## config.mk

```make
export PLATFORM = sky130hd
export DESIGN_NAME = psl_latch_dividers
export DESIGN_NICKNAME = d
export VERILOG_FILES = /design/src/rtl/psl_pkg.sv /design/src/rtl/psl_divider.sv /design/src/rtl/psl_latch_dividers.sv
export SDC_FILE = /design/constraint.sdc
export NUM_CORES = 1
export LEC_CHECK = 0
export BUFFER_PORTS_ARGS = -buffer_cell sky130_fd_sc_hd__buf_2
export CORE_MARGIN = 2
export CORE_UTILIZATION = 40
export DETAILED_ROUTE_END_ITERATION = 8
export PLACE_DENSITY = 0.68
export SLEW_MARGIN = 20
export SYNTH_ARGS = -nofsm -noshare
export SYNTH_HDL_FRONTEND = slang
export SYNTH_SLANG_ARGS = --single-unit
```

## constraint.sdc

```tcl
create_clock -name sys_clk_i -period 3 [get_ports sys_clk_i]
set_input_delay 0.3 -clock sys_clk_i [delete_from_list [all_inputs] [get_ports sys_clk_i]]
set_output_delay 0.3 -clock sys_clk_i [all_outputs]
set_load 0.03 [all_outputs]
```

## src/rtl/psl_pkg.sv

```systemverilog
// Package: constants for the synthesizer serial latch and divider block
package psl_pkg;
   // ------------------------------------------------------------
   // Word layout
   // ------------------------------------------------------------
   localparam int WORD_W = 24;
   localparam logic [1:0] SEL_CONFIG = 2'h0;
   localparam logic [1:0] SEL_REF = 2'h1;
   localparam logic [1:0] SEL_FEEDBACK = 2'h2;
   localparam logic [1:0] SEL_TEST = 2'h3;
   // Configuration word fields
   localparam int CFG_MODULUS_HI = 23;
   localparam int CFG_MODULUS_LO = 22;
   localparam int CFG_PD_SYNC = 21;
   localparam int CFG_PD_REQ = 20;
   localparam int CFG_PUMP_HI = 19;
   localparam int CFG_PUMP_LO = 14;
   localparam int CFG_DRIVE_HI = 13;
   localparam int CFG_DRIVE_LO = 12;
   localparam int CFG_MUTE = 11;
   localparam int CFG_PUMP_GAIN = 10;
   localparam int CFG_TRISTATE = 9;
   localparam int CFG_POLARITY = 8;
   localparam int CFG_MON_HI = 7;
   localparam int CFG_MON_LO = 5;
   localparam int CFG_CLEAR = 4;
   localparam int CFG_CORE_HI = 3;
   localparam int CFG_CORE_LO = 2;
   // Reference word fields
   localparam int REF_BAND_HI = 21;
   localparam int REF_BAND_LO = 20;
   localparam int REF_LOCK_CNT = 18;
   localparam int REF_DIV_HI = 15;
   localparam int REF_DIV_LO = 2;
   localparam int REF_DIV_W = 14;
   // Feedback word fields
   localparam int FB_ROUTE = 23;
   localparam int FB_HALVE = 22;
   localparam int FB_GAIN = 21;
   localparam int FB_MAIN_HI = 20;
   localparam int FB_MAIN_LO = 8;
   localparam int FB_MAIN_W = 13;
   localparam int FB_SWAL_HI = 6;
   localparam int FB_SWAL_LO = 2;
   localparam int FB_SWAL_W = 5;
   // ------------------------------------------------------------
   // Lock detect and band select
   // ------------------------------------------------------------
   localparam int LOCK_SET_NS = 15;
   localparam int LOCK_LOSE_NS = 25;
   localparam int CLK_NS = 20;
   // Phase error counted in sys_clk cycles; set and loss both round up
   localparam logic [3:0] LOCK_SET_CYC = 4'((LOCK_SET_NS + CLK_NS - 1) / CLK_NS);
   localparam logic [3:0] LOCK_LOSE_CYC = 4'((LOCK_LOSE_NS + CLK_NS - 1) / CLK_NS);
   localparam logic [2:0] LOCK_CNT_SHORT = 3'h3;
   localparam logic [2:0] LOCK_CNT_LONG = 3'h5;
   localparam logic [2:0] BAND_CYCLES = 3'h5;
   // Monitor select codes
   localparam logic [2:0] MON_TRISTATE = 3'h0;
   localparam logic [2:0] MON_DLOCK = 3'h1;
   localparam logic [2:0] MON_FB_DIV = 3'h2;
   localparam logic [2:0] MON_HIGH = 3'h3;
   localparam logic [2:0] MON_REF_DIV = 3'h4;
   localparam logic [2:0] MON_DATA = 3'h5;
   localparam logic [2:0] MON_ALOCK = 3'h6;
   localparam logic [2:0] MON_LOW = 3'h7;
endpackage

```

## src/rtl/psl_divider.sv

```systemverilog
// Module: programmable up-counting divider producing a one-cycle tick
`timescale 1ns/10ps
module psl_divider #(
   parameter int W = 14
) (
   input wire logic sys_clk_i,
   input wire logic nrst_i,
   input wire logic ce_i,
   input wire logic step_i,
   input wire logic clear_i,
   input wire logic [W-1:0] ratio_i,
   output logic tick_o
);
   typedef struct packed {
      logic [W-1:0] cnt;
      logic tick;
   } psl_div_s;
   psl_div_s st_r;
   psl_div_s st_nxt;

   always_comb begin
      st_nxt = st_r;
      st_nxt.tick = 1'b0;
      if (clear_i) begin
         st_nxt.cnt = '0;
      end else if (step_i) begin
         // Ratio of zero treated as one
         if (st_r.cnt + W'(1) >= ratio_i) begin
            st_nxt.cnt = '0;
            st_nxt.tick = 1'b1;
         end else begin
            st_nxt.cnt = st_r.cnt + W'(1);
         end
      end
   end

   always_ff @(posedge sys_clk_i or negedge nrst_i) begin
      if (!nrst_i) begin
         st_r <= '0;
      end else if (ce_i) begin
         st_r <= st_nxt;
      end
   end

   assign tick_o = st_r.tick;
endmodule // psl_divider

```

## src/rtl/psl_latch_dividers.sv

```systemverilog
// Module: serial latch, reference and feedback dividers, lock detect, band select
// Overview of operation
// - Host sends MSB first; one bit shifts in per serial clock rise.
// - Load strobe rise copies the input register into a latch.
// - Select 00 config, 01 reference, 10 feedback, 11 test latch.
// - Reference divider is 14 bits, ratios 1 to 16383.
// - Main feedback counter is 13 bits, values 3 to 8191.
// - Swallow counter is 5 bits, values 0 to 31.
// - Total feedback division is modulus times main plus swallow.
// - Lock select zero: three good cycles under 15 ns set lock.
// - Lock select one: five good cycles under 15 ns set lock.
// - Lock holds until a cycle shows error above 25 ns or a feedback word is loaded.
// - Analog lock on monitor: released high with short low pulses while locked, held low while unlocked.
// - Monitor select bits 7 to 5 choose the monitor source.
// - Band select starts at power-up and each feedback word load.
// - Band select lasts five detector cycles with tuning on reference voltage.
// - Band clock divider of 1, 2, 4 or 8 precedes reference counter.
// - Mute bit keeps RF output supply off until digital lock.
// - Halve bit 22 in feedback word enables output divide by two.
// - Configuration and feedback word fields sit at their fixed positions.
`timescale 1ns/10ps
module psl_latch_dividers
   import psl_pkg::*;
(
   input wire logic sys_clk_i,
   input wire logic nrst_i,
   input wire logic ce_i,
   input wire logic serial_clk_i,
   input wire logic serial_data_i,
   input wire logic load_strobe_i,
   input wire logic ref_in_i,
   input wire logic prescaler_out_i,
   input wire logic prescaler_mod_i,
   output logic [WORD_W-1:0] loop_configuration_word_o,
   output logic [WORD_W-1:0] reference_divider_word_o,
   output logic [WORD_W-1:0] feedback_divider_word_o,
   output logic ref_clk_o,
   output logic fb_clk_o,
   output logic modulus_ctrl_o,
   output logic lock_o,
   output logic band_select_o,
   output logic tune_to_ref_o,
   output logic rf_supply_en_o,
   output logic halve_output_o,
   output logic monitor_output_o,
   output logic monitor_output_oe_o
);
   // ------------------------------------------------------------
   // State
   // ------------------------------------------------------------
   typedef enum logic [1:0] {BAND_IDLE, BAND_RUN} psl_band_e;
   typedef struct packed {
      logic [2:0] sclk_sync;
      logic [1:0] sdat_sync;
      logic [2:0] le_sync;
      logic [2:0] ref_sync;
      logic [2:0] pre_sync;
      logic [WORD_W-1:0] shift;
      logic [WORD_W-1:0] cfg;
      logic [WORD_W-1:0] refw;
      logic [WORD_W-1:0] fbw;
      logic [WORD_W-1:0] test;
      logic [2:0] band_pre;
      logic [FB_SWAL_W-1:0] swal_cnt;
      logic [FB_MAIN_W-1:0] main_cnt;
      logic fb_tick;
      logic in_swallow;
      logic ref_pend;
      logic fb_pend;
      logic [3:0] err_cnt;
      logic [2:0] good_cnt;
      logic lock;
      psl_band_e band;
      logic [2:0] band_cnt;
      logic band_start;
      logic ref_clk;
      logic fb_clk;
      logic [1:0] alock_pulse;
      logic mon;
      logic mon_oe;
      logic rf_en;
   } psl_state_s;
   psl_state_s st_r;
   psl_state_s st_nxt;

   logic ref_step;
   logic ref_tick;
   logic sclk_rise;
   logic le_rise;
   logic ref_rise;
   logic pre_rise;
   logic clear_cnt;
   logic [3:0] band_ratio;
   logic [2:0] mon_sel;
   logic [2:0] lock_need;
   logic fb_reload;
   logic mon_val;
   logic mon_drive;

   assign sclk_rise = st_r.sclk_sync[1] & ~st_r.sclk_sync[2];
   assign le_rise = st_r.le_sync[1] & ~st_r.le_sync[2];
   assign ref_rise = st_r.ref_sync[1] & ~st_r.ref_sync[2];
   assign pre_rise = st_r.pre_sync[1] & ~st_r.pre_sync[2];
   assign clear_cnt = st_r.cfg[CFG_CLEAR];
   assign mon_sel = st_r.cfg[CFG_MON_HI:CFG_MON_LO];

   // ------------------------------------------------------------
   // Band clock prescale and reference divider
   // ------------------------------------------------------------
   always_comb begin
      case (st_r.refw[REF_BAND_HI:REF_BAND_LO])
         2'h0: band_ratio = 4'h1;
         2'h1: band_ratio = 4'h2;
         2'h2: band_ratio = 4'h4;
         default: band_ratio = 4'h8;
      endcase
   end
   assign ref_step = ref_rise && ((st_r.band_pre + 3'h1) == band_ratio[2:0] || band_ratio == 4'h8
                     && st_r.band_pre == 3'h7 || band_ratio == 4'h1);

   psl_divider #(
      .W(REF_DIV_W)
   ) u_ref_div (
      .sys_clk_i(sys_clk_i),
      .nrst_i(nrst_i),
      .ce_i(ce_i),
      .step_i(ref_step),
      .clear_i(clear_cnt),
      .ratio_i(st_r.refw[REF_DIV_HI:REF_DIV_LO]),
      .tick_o(ref_tick)
   );

   assign lock_need = st_r.refw[REF_LOCK_CNT] ? LOCK_CNT_LONG : LOCK_CNT_SHORT;
   assign fb_reload = (st_r.main_cnt <= FB_MAIN_W'(1));

   always_comb begin
      case (mon_sel)
         MON_TRISTATE: begin
            mon_val = 1'b0;
            mon_drive = 1'b0;
         end
         MON_DLOCK: begin
            mon_val = st_r.lock;
            mon_drive = 1'b1;
         end
         MON_FB_DIV: begin
            mon_val = st_r.fb_clk;
            mon_drive = 1'b1;
         end
         MON_HIGH: begin
            mon_val = 1'b1;
            mon_drive = 1'b1;
         end
         MON_REF_DIV: begin
            mon_val = st_r.ref_clk;
            mon_drive = 1'b1;
         end
         MON_DATA: begin
            mon_val = st_r.sdat_sync[1];
            mon_drive = 1'b1;
         end
         MON_ALOCK: begin
            // Open drain: only pulls low, released to the pull-up otherwise
            mon_val = 1'b0;
            mon_drive = !st_r.lock || st_r.alock_pulse != 2'h0;
         end
         default: begin
            mon_val = 1'b0;
            mon_drive = 1'b1;
         end
      endcase
   end

   // ------------------------------------------------------------
   // Next state
   // ------------------------------------------------------------
   always_comb begin
      st_nxt = st_r;
      st_nxt.sclk_sync = {st_r.sclk_sync[1:0], serial_clk_i};
      st_nxt.sdat_sync = {st_r.sdat_sync[0], serial_data_i};
      st_nxt.le_sync = {st_r.le_sync[1:0], load_strobe_i};
      st_nxt.ref_sync = {st_r.ref_sync[1:0], ref_in_i};
      st_nxt.pre_sync = {st_r.pre_sync[1:0], prescaler_out_i};
      st_nxt.band_start = 1'b0;
      st_nxt.fb_tick = 1'b0;

      // Serial shift, MSB first; data pairs with the synced clock edge
      if (sclk_rise) begin
         st_nxt.shift = {st_r.shift[WORD_W-2:0], st_r.sdat_sync[1]};
      end
      if (le_rise) begin
         case (st_r.shift[1:0])
            SEL_CONFIG: st_nxt.cfg = st_r.shift;
            SEL_REF: st_nxt.refw = st_r.shift;
            SEL_FEEDBACK: begin
               st_nxt.fbw = st_r.shift;
               st_nxt.band_start = 1'b1;
            end
            default: st_nxt.test = st_r.shift;
         endcase
      end

      // Band clock prescale
      if (ref_rise) begin
         st_nxt.band_pre = ref_step ? 3'h0 : st_r.band_pre + 3'h1;
      end

      // Feedback counter: swallow phase at P+1, then main at P
      if (clear_cnt) begin
         st_nxt.main_cnt = st_r.fbw[FB_MAIN_HI:FB_MAIN_LO];
         st_nxt.swal_cnt = st_r.fbw[FB_SWAL_HI:FB_SWAL_LO];
         st_nxt.in_swallow = (st_r.fbw[FB_SWAL_HI:FB_SWAL_LO] != '0);
      end else if (pre_rise) begin
         if (fb_reload) begin
            st_nxt.main_cnt = st_r.fbw[FB_MAIN_HI:FB_MAIN_LO];
            st_nxt.swal_cnt = st_r.fbw[FB_SWAL_HI:FB_SWAL_LO];
            st_nxt.in_swallow = (st_r.fbw[FB_SWAL_HI:FB_SWAL_LO] != '0);
            st_nxt.fb_tick = 1'b1;
         end else begin
            st_nxt.main_cnt = st_r.main_cnt - FB_MAIN_W'(1);
            if (st_r.swal_cnt != '0) begin
               st_nxt.swal_cnt = st_r.swal_cnt - FB_SWAL_W'(1);
            end
            if (st_r.swal_cnt <= FB_SWAL_W'(1)) begin
               st_nxt.in_swallow = 1'b0;
            end
         end
      end
      if (st_r.fbw[FB_SWAL_HI:FB_SWAL_LO] == '0 && !fb_reload) begin
         st_nxt.in_swallow = 1'b0;
      end

      // Half-rate square waves for the monitor
      if (ref_tick) begin
         st_nxt.ref_clk = ~st_r.ref_clk;
      end
      if (st_r.fb_tick) begin
         st_nxt.fb_clk = ~st_r.fb_clk;
      end

      // Phase error window between reference and feedback edges
      if (ref_tick && st_r.fb_tick) begin
         st_nxt.err_cnt = 4'h0;
         st_nxt.ref_pend = 1'b0;
         st_nxt.fb_pend = 1'b0;
      end else if (ref_tick || st_r.fb_tick) begin
         if (st_r.ref_pend || st_r.fb_pend) begin
            st_nxt.ref_pend = 1'b0;
            st_nxt.fb_pend = 1'b0;
         end else begin
            st_nxt.ref_pend = ref_tick;
            st_nxt.fb_pend = st_r.fb_tick;
            st_nxt.err_cnt = 4'h1;
         end
      end else if ((st_r.ref_pend || st_r.fb_pend) && st_r.err_cnt != 4'hF) begin
         st_nxt.err_cnt = st_r.err_cnt + 4'h1;
      end

      // Lock judged on each reference tick; a feedback load or an overdue feedback edge clears it in any cycle
      if (ref_tick) begin
         st_nxt.alock_pulse = 2'h2;
         if (st_r.ref_pend || st_r.fb_pend) begin
            if (st_r.err_cnt > LOCK_LOSE_CYC) begin
               st_nxt.lock = 1'b0;
               st_nxt.good_cnt = 3'h0;
            end
         end else if (st_r.fb_tick || st_r.err_cnt < LOCK_SET_CYC) begin
            if (st_r.good_cnt + 3'h1 >= lock_need) begin
               st_nxt.lock = 1'b1;
            end else begin
               st_nxt.good_cnt = st_r.good_cnt + 3'h1;
            end
         end else begin
            st_nxt.good_cnt = 3'h0;
         end
      end else if (st_r.alock_pulse != 2'h0) begin
         st_nxt.alock_pulse = st_r.alock_pulse - 2'h1;
      end
      if (st_r.band_start || (st_r.ref_pend && st_r.err_cnt > LOCK_LOSE_CYC)) begin
         st_nxt.lock = 1'b0;
         st_nxt.good_cnt = 3'h0;
      end

      // Band select: five detector cycles on reference voltage
      case (st_r.band)
         BAND_IDLE: begin
            if (st_r.band_start) begin
               st_nxt.band = BAND_RUN;
               st_nxt.band_cnt = 3'h0;
            end
         end
         BAND_RUN: begin
            if (st_r.band_start) begin
               st_nxt.band_cnt = 3'h0;
            end else if (ref_tick) begin
               if (st_r.band_cnt + 3'h1 >= BAND_CYCLES) begin
                  st_nxt.band = BAND_IDLE;
               end else begin
                  st_nxt.band_cnt = st_r.band_cnt + 3'h1;
               end
            end
         end
         default: st_nxt.band = BAND_IDLE;
      endcase

      st_nxt.mon = mon_val;
      st_nxt.mon_oe = mon_drive;
      st_nxt.rf_en = !st_r.cfg[CFG_MUTE] || st_r.lock;
   end

   // ------------------------------------------------------------
   // Registers
   // ------------------------------------------------------------
   always_ff @(posedge sys_clk_i or negedge nrst_i) begin
      if (!nrst_i) begin
         st_r <= '0;
         st_r.band <= BAND_RUN;
      end else if (ce_i) begin
         st_r <= st_nxt;
      end
   end

   // Modulus control follows the prescaler count and the counter clear; it settles before its next edge
   always_ff @(posedge sys_clk_i or negedge nrst_i) begin
      if (!nrst_i) begin
         modulus_ctrl_o <= 1'b0;
         halve_output_o <= 1'b0;
         band_select_o <= 1'b0;
      end else if (ce_i) begin
         modulus_ctrl_o <= st_nxt.in_swallow;
         halve_output_o <= st_nxt.fbw[FB_HALVE];
         band_select_o <= (st_nxt.band == BAND_RUN);
      end
   end

   assign loop_configuration_word_o = st_r.cfg;
   assign reference_divider_word_o = st_r.refw;
   assign feedback_divider_word_o = st_r.fbw;
   assign ref_clk_o = st_r.ref_clk;
   assign fb_clk_o = st_r.fb_clk;
   assign lock_o = st_r.lock;
   assign tune_to_ref_o = band_select_o;
   assign rf_supply_en_o = st_r.rf_en;
   assign monitor_output_o = st_r.mon;
   assign monitor_output_oe_o = st_r.mon_oe;
endmodule // psl_latch_dividers

```

==> reports/summary.md <==
The clock arrives with 0.01518 ns of skew. The total of warnings raised by yosys was 0; the count of flip-flops with a built-in enable after synthesis was 0. In this run, synthesis produced a sequential element count of 172.

For the pin with the worst max-slew slack, the measured transition is 0.7864 ns. The clock tree synthesis step divided the H-tree into 4 levels. CTS placed an instance of clkbuf_16 at the clock tree root. Via count of the first global-routing pass: 5,655.

The worst path uses 94.76% of the clock period. The peak fanout along the critical path was 10. The share of cell area taken by muxes after synthesis was 13.52%. The tools report the maximum number of pins on one net before global-route repair as 77. Counting every net in the synthesized netlist gives 821.

The count of nets left with antenna violations once routing finished came out at 0. The dominant combinational cell family by area after synthesis is multiplexers. Cell area after technology mapping: 0.008715 sq mm. Summed over all layers, the routed wires come to 18,720 um.

The post-route minimum period is 2.843 ns. After synthesis, the share of flip-flops with an asynchronous set or reset is 100.0%. The tool flagged a number of max-cap violations equal to 0. The core outline area was 0.02162 sq mm; the hold violation count in the final report was 0. By instance count, the cell type seen most on the critical path is a21o_1. Across all hold checks on the routed design, the worst slack comes to 0.08888 ns. The tools report the startpoint of the most critical register-to-register path as u_ref_div.st_r[5].

In this design, the stage delay of the slowest critical-path cell is 0.39 ns. The worst setup path is captured at a flop. Setup violations remaining at the end of the flow were counted as 0. For the number of inserted diodes, the log shows 0. No sink is reached through more buffers than the 2 on the longest clock path. In the synthesized netlist the dominant register cell turns out to be dfrtp_1. For the worst-skew pair, the clock arrives at the later sink with an insertion delay of 0.44 ns. The tools report the via total after detailed routing as 5,883. The cell with the largest stage delay on the worst path was dfrtp_1.

The share of synthesized cell area in full adder, half adder and majority cells was 4.882%; the clock transition at the register clock pins on the worst setup and hold paths after CTS was 0.08 ns. Summing the areas of all compound-gate instances in the mapped netlist gives 11.17% of the synthesized area. For the worst setup path, the data required time is 3.34 ns. The tightest slew margin relative to the limit is 47.02%, and the detailed-placement wirelength estimate is 12,870 um. Clock tree synthesis inserted a total of 17 buffers.

In this run the power density over the cells is 796.7 mW/mm^2. In the final layout, the share of cells above drive strength 1 is 34.65%. Clock tree synthesis found a total of 172 sinks.

Row generation in the floorplan step produced 54 rows. The number of buffers and inverters on the critical path is 2. For this run, design rule violations remaining after detail routing come to 0.

Buffers placed on the I/O ports in this run total 89. The detailed-route vias per instance is 5.281, and the distinct cell type count after synthesis is 71. The congestion estimate from routability-driven global placement came to 0.8748. The logs give 0.009091 sq mm for the cell area reported after detailed placement and 0.004794 uW for the leakage power figure. The top cell types in the final layout, fill and taps aside, are dfrtp_1, mux2_2, buf_2. The run gives 0.02298 sq mm as the total die area. The worst setup path is of the reg -> reg kind. In this run the worst setup path begins at u_ref_div.st_r[5]. Derived from the worst setup path, the maximum achievable clock frequency is 351.8 MHz.

In this run the vertical extent of the chip is 151.6 um. The number of antenna violations at the first check in global routing came out at 0. The worst setup path is launched from a flop. For the critical path data arrival time, the log shows 3.18 ns.

After layout, the design draws a total of 7785 uW. Parity-gate share of the synthesized area counting xor and xnor cells: 1.608%. The startpoint of the most critical hold path is prescaler_out_i. The run finished with clean final reports. The worst min-delay path category was in -> reg. The critical path goes through nand3_2 -> nor2_2 -> nand4_1 -> or2_2 -> xnor2_1 -> ha_1 -> nand2_1 -> o21ai_0 -> inv_1 -> buf_4 -> and4_4 -> a21o_1 -> a21o_1. A synthesized cell averages 11.20 sq um.

The run gives 17.01% as the aggregate global-route resource usage. TritonCTS built the clock tree. Leaving out fill and tap cells, the most frequent cell in the layout is dfrtp_1. After filler insertion, the fill cell instance count of the layout stands at 2,048. The worst supply voltage drop on vdd is 0.3738 mV. The total iterations of the first detailed-routing run came out at 4. Kind of cell adding the most delay to the critical path: simple AND/OR/NAND/NOR gates. Global routing finished with a remaining overflow of 0.

Number of instances in the synthesized netlist: 778. The relative area change from synthesis to final layout came out at 12.13%. The final count of pins violating max slew came out at 0. In this run the horizontal extent of the chip is 151.6 um. The run gives 864 as the final net count.

For this design the top-level I/O count stands at 91. The tools report the number of DRC violations after detailed-routing iteration 0 as 388. Of the total synthesized cell area, the portion taken by AND, OR, NAND and NOR gates is 9.907%. The total negative slack is 0 ns. The share of the Yosys chip area taken by registers is 49.40%. The initial utilization of the core area, before any placement, comes to 40.31%. The total non-filler cell area in the finished layout is 0.009772 sq mm. The average wire length per cell after detail routing was 16.80 um; the first-pass GRT wire length was 30,100 um.
-- synth_stat cells (9+ instances only) --
library cell,n,area share (%)
mux2_2,102,13
dfrtp_1,171,49
o21ai_0,52,3.0
nand2b_1,9,0.65
ha_1,34,4.9
nor3_1,18,1.0
buf_4,73,6.3
nand2_1,42,1.8
inv_1,41,1.8
clkbuf_1,10,0.43
xnor2_1,11,1.1
nor2_1,32,1.4
a21oi_1,28,1.6
nand3_1,15,0.86
-- state kept, by name, summed over array words and instances (netlist names) --
register                   cells
monitor_output_o               1
st_nxt                         9
st_r                          68
u_ref_div.st_r                14
rf_supply_en_o                 1
band_select_o                  1
reference_divider_word_o      24
loop_configuration_word_o     24
modulus_ctrl_o                 1
fb_clk_o                       1
u_ref_div.tick_o               1
lock_o                         1
feedback_divider_word_o       24
monitor_output_oe_o            1
ref_clk_o                      1
-- layer usage --
metal	up-vias	global-route usage [%]	part of all wire, %
li1	2772	-	-
met1	2959	23.41	47
met2	141	26.31	47
met3	11	4.970	5.1
met4	0	4.676	0.83
met5	-	0	0
-- worst reg2reg max path, stage by stage (launching register included) --
cell and delay [ns]:
dfrtp_1 0.39, nand3_2 0.13, nor2_2 0.17, nand4_1 0.14, or2_2 0.35, xnor2_1 0.14, ha_1 0.32, nand2_1 0.06
o21ai_0 0.23, inv_1 0.10, buf_4 0.15, and4_4 0.22, a21o_1 0.19, a21o_1 0.16
-- final cells by class --
type	instances	area [sq um]	area share (%)
multi-input combinational	467	3674	37.59
sequential	172	4305	44.06
timing repair buffer	121	719.4	7.362
clock buffer	17	425.4	4.353
tap	280	350.3	3.585
clock inverter	15	140.1	1.434
inverter	42	157.7	1.613
-- cells by family after synthesis --
logic type | after synthesis
AO/OA/AOI/OAI | 146
XOR/XNOR | 16
adder cells (fa/ha/maj) | 34
buffers and inverters | 139
flip-flops | 172
multiplexers | 105
AND/OR/NAND/NOR | 166
-- path summary, 6_finish.rpt --
| kind | slack [ns] | endpoint | depth (start not counted) |
|---|---|---|---|
| min in group asynchronous | 0.47 | st_nxt[176] | 2 |
| max | 0.16 | u_ref_div.st_r[10] | 13 |
| min | 0.09 | st_nxt[167] | 2 |
| min reg2reg | 0.47 | reference_divider_word_o[0] | 1 |
| max in group asynchronous | 1.80 | loop_configuration_word_o[0] | 3 |
| max reg2reg | 0.16 | u_ref_div.st_r[10] | 13 |
-- stage by stage --
| step | std cells | worst slack, ns | utilization [%] |
|---|---|---|---|
| global placement | 1075 | 0.009148 | 42.05 |
| CTS | 1109 | 0.01389 | 44.76 |
| finish | 1114 | 0.1571 | 45.20 |
| detailed placement | 1075 | -0.04688 | 42.05 |
| global route | 1114 | -0.04319 | 45.20 |
| floorplan | 778 | 0.03337 | - |
-- where the power goes --
part / switching [uW] / total, uW / internal (uW)
Combinational: 1470 / 2420 / 952
Sequential: 485 / 3220 / 2730
Clock: 1040 / 2150 / 1100
-- repair_timing --
action,CTS,global route
hold buffers,1,0
pin swaps,1,10
gates resized for setup,2,13
buffers inserted,1,5
setup endpoints to repair,9,14
hold endpoints to repair,73,0
gates cloned,0,0
No activity file was read; power rests on OpenSTA's default activity.
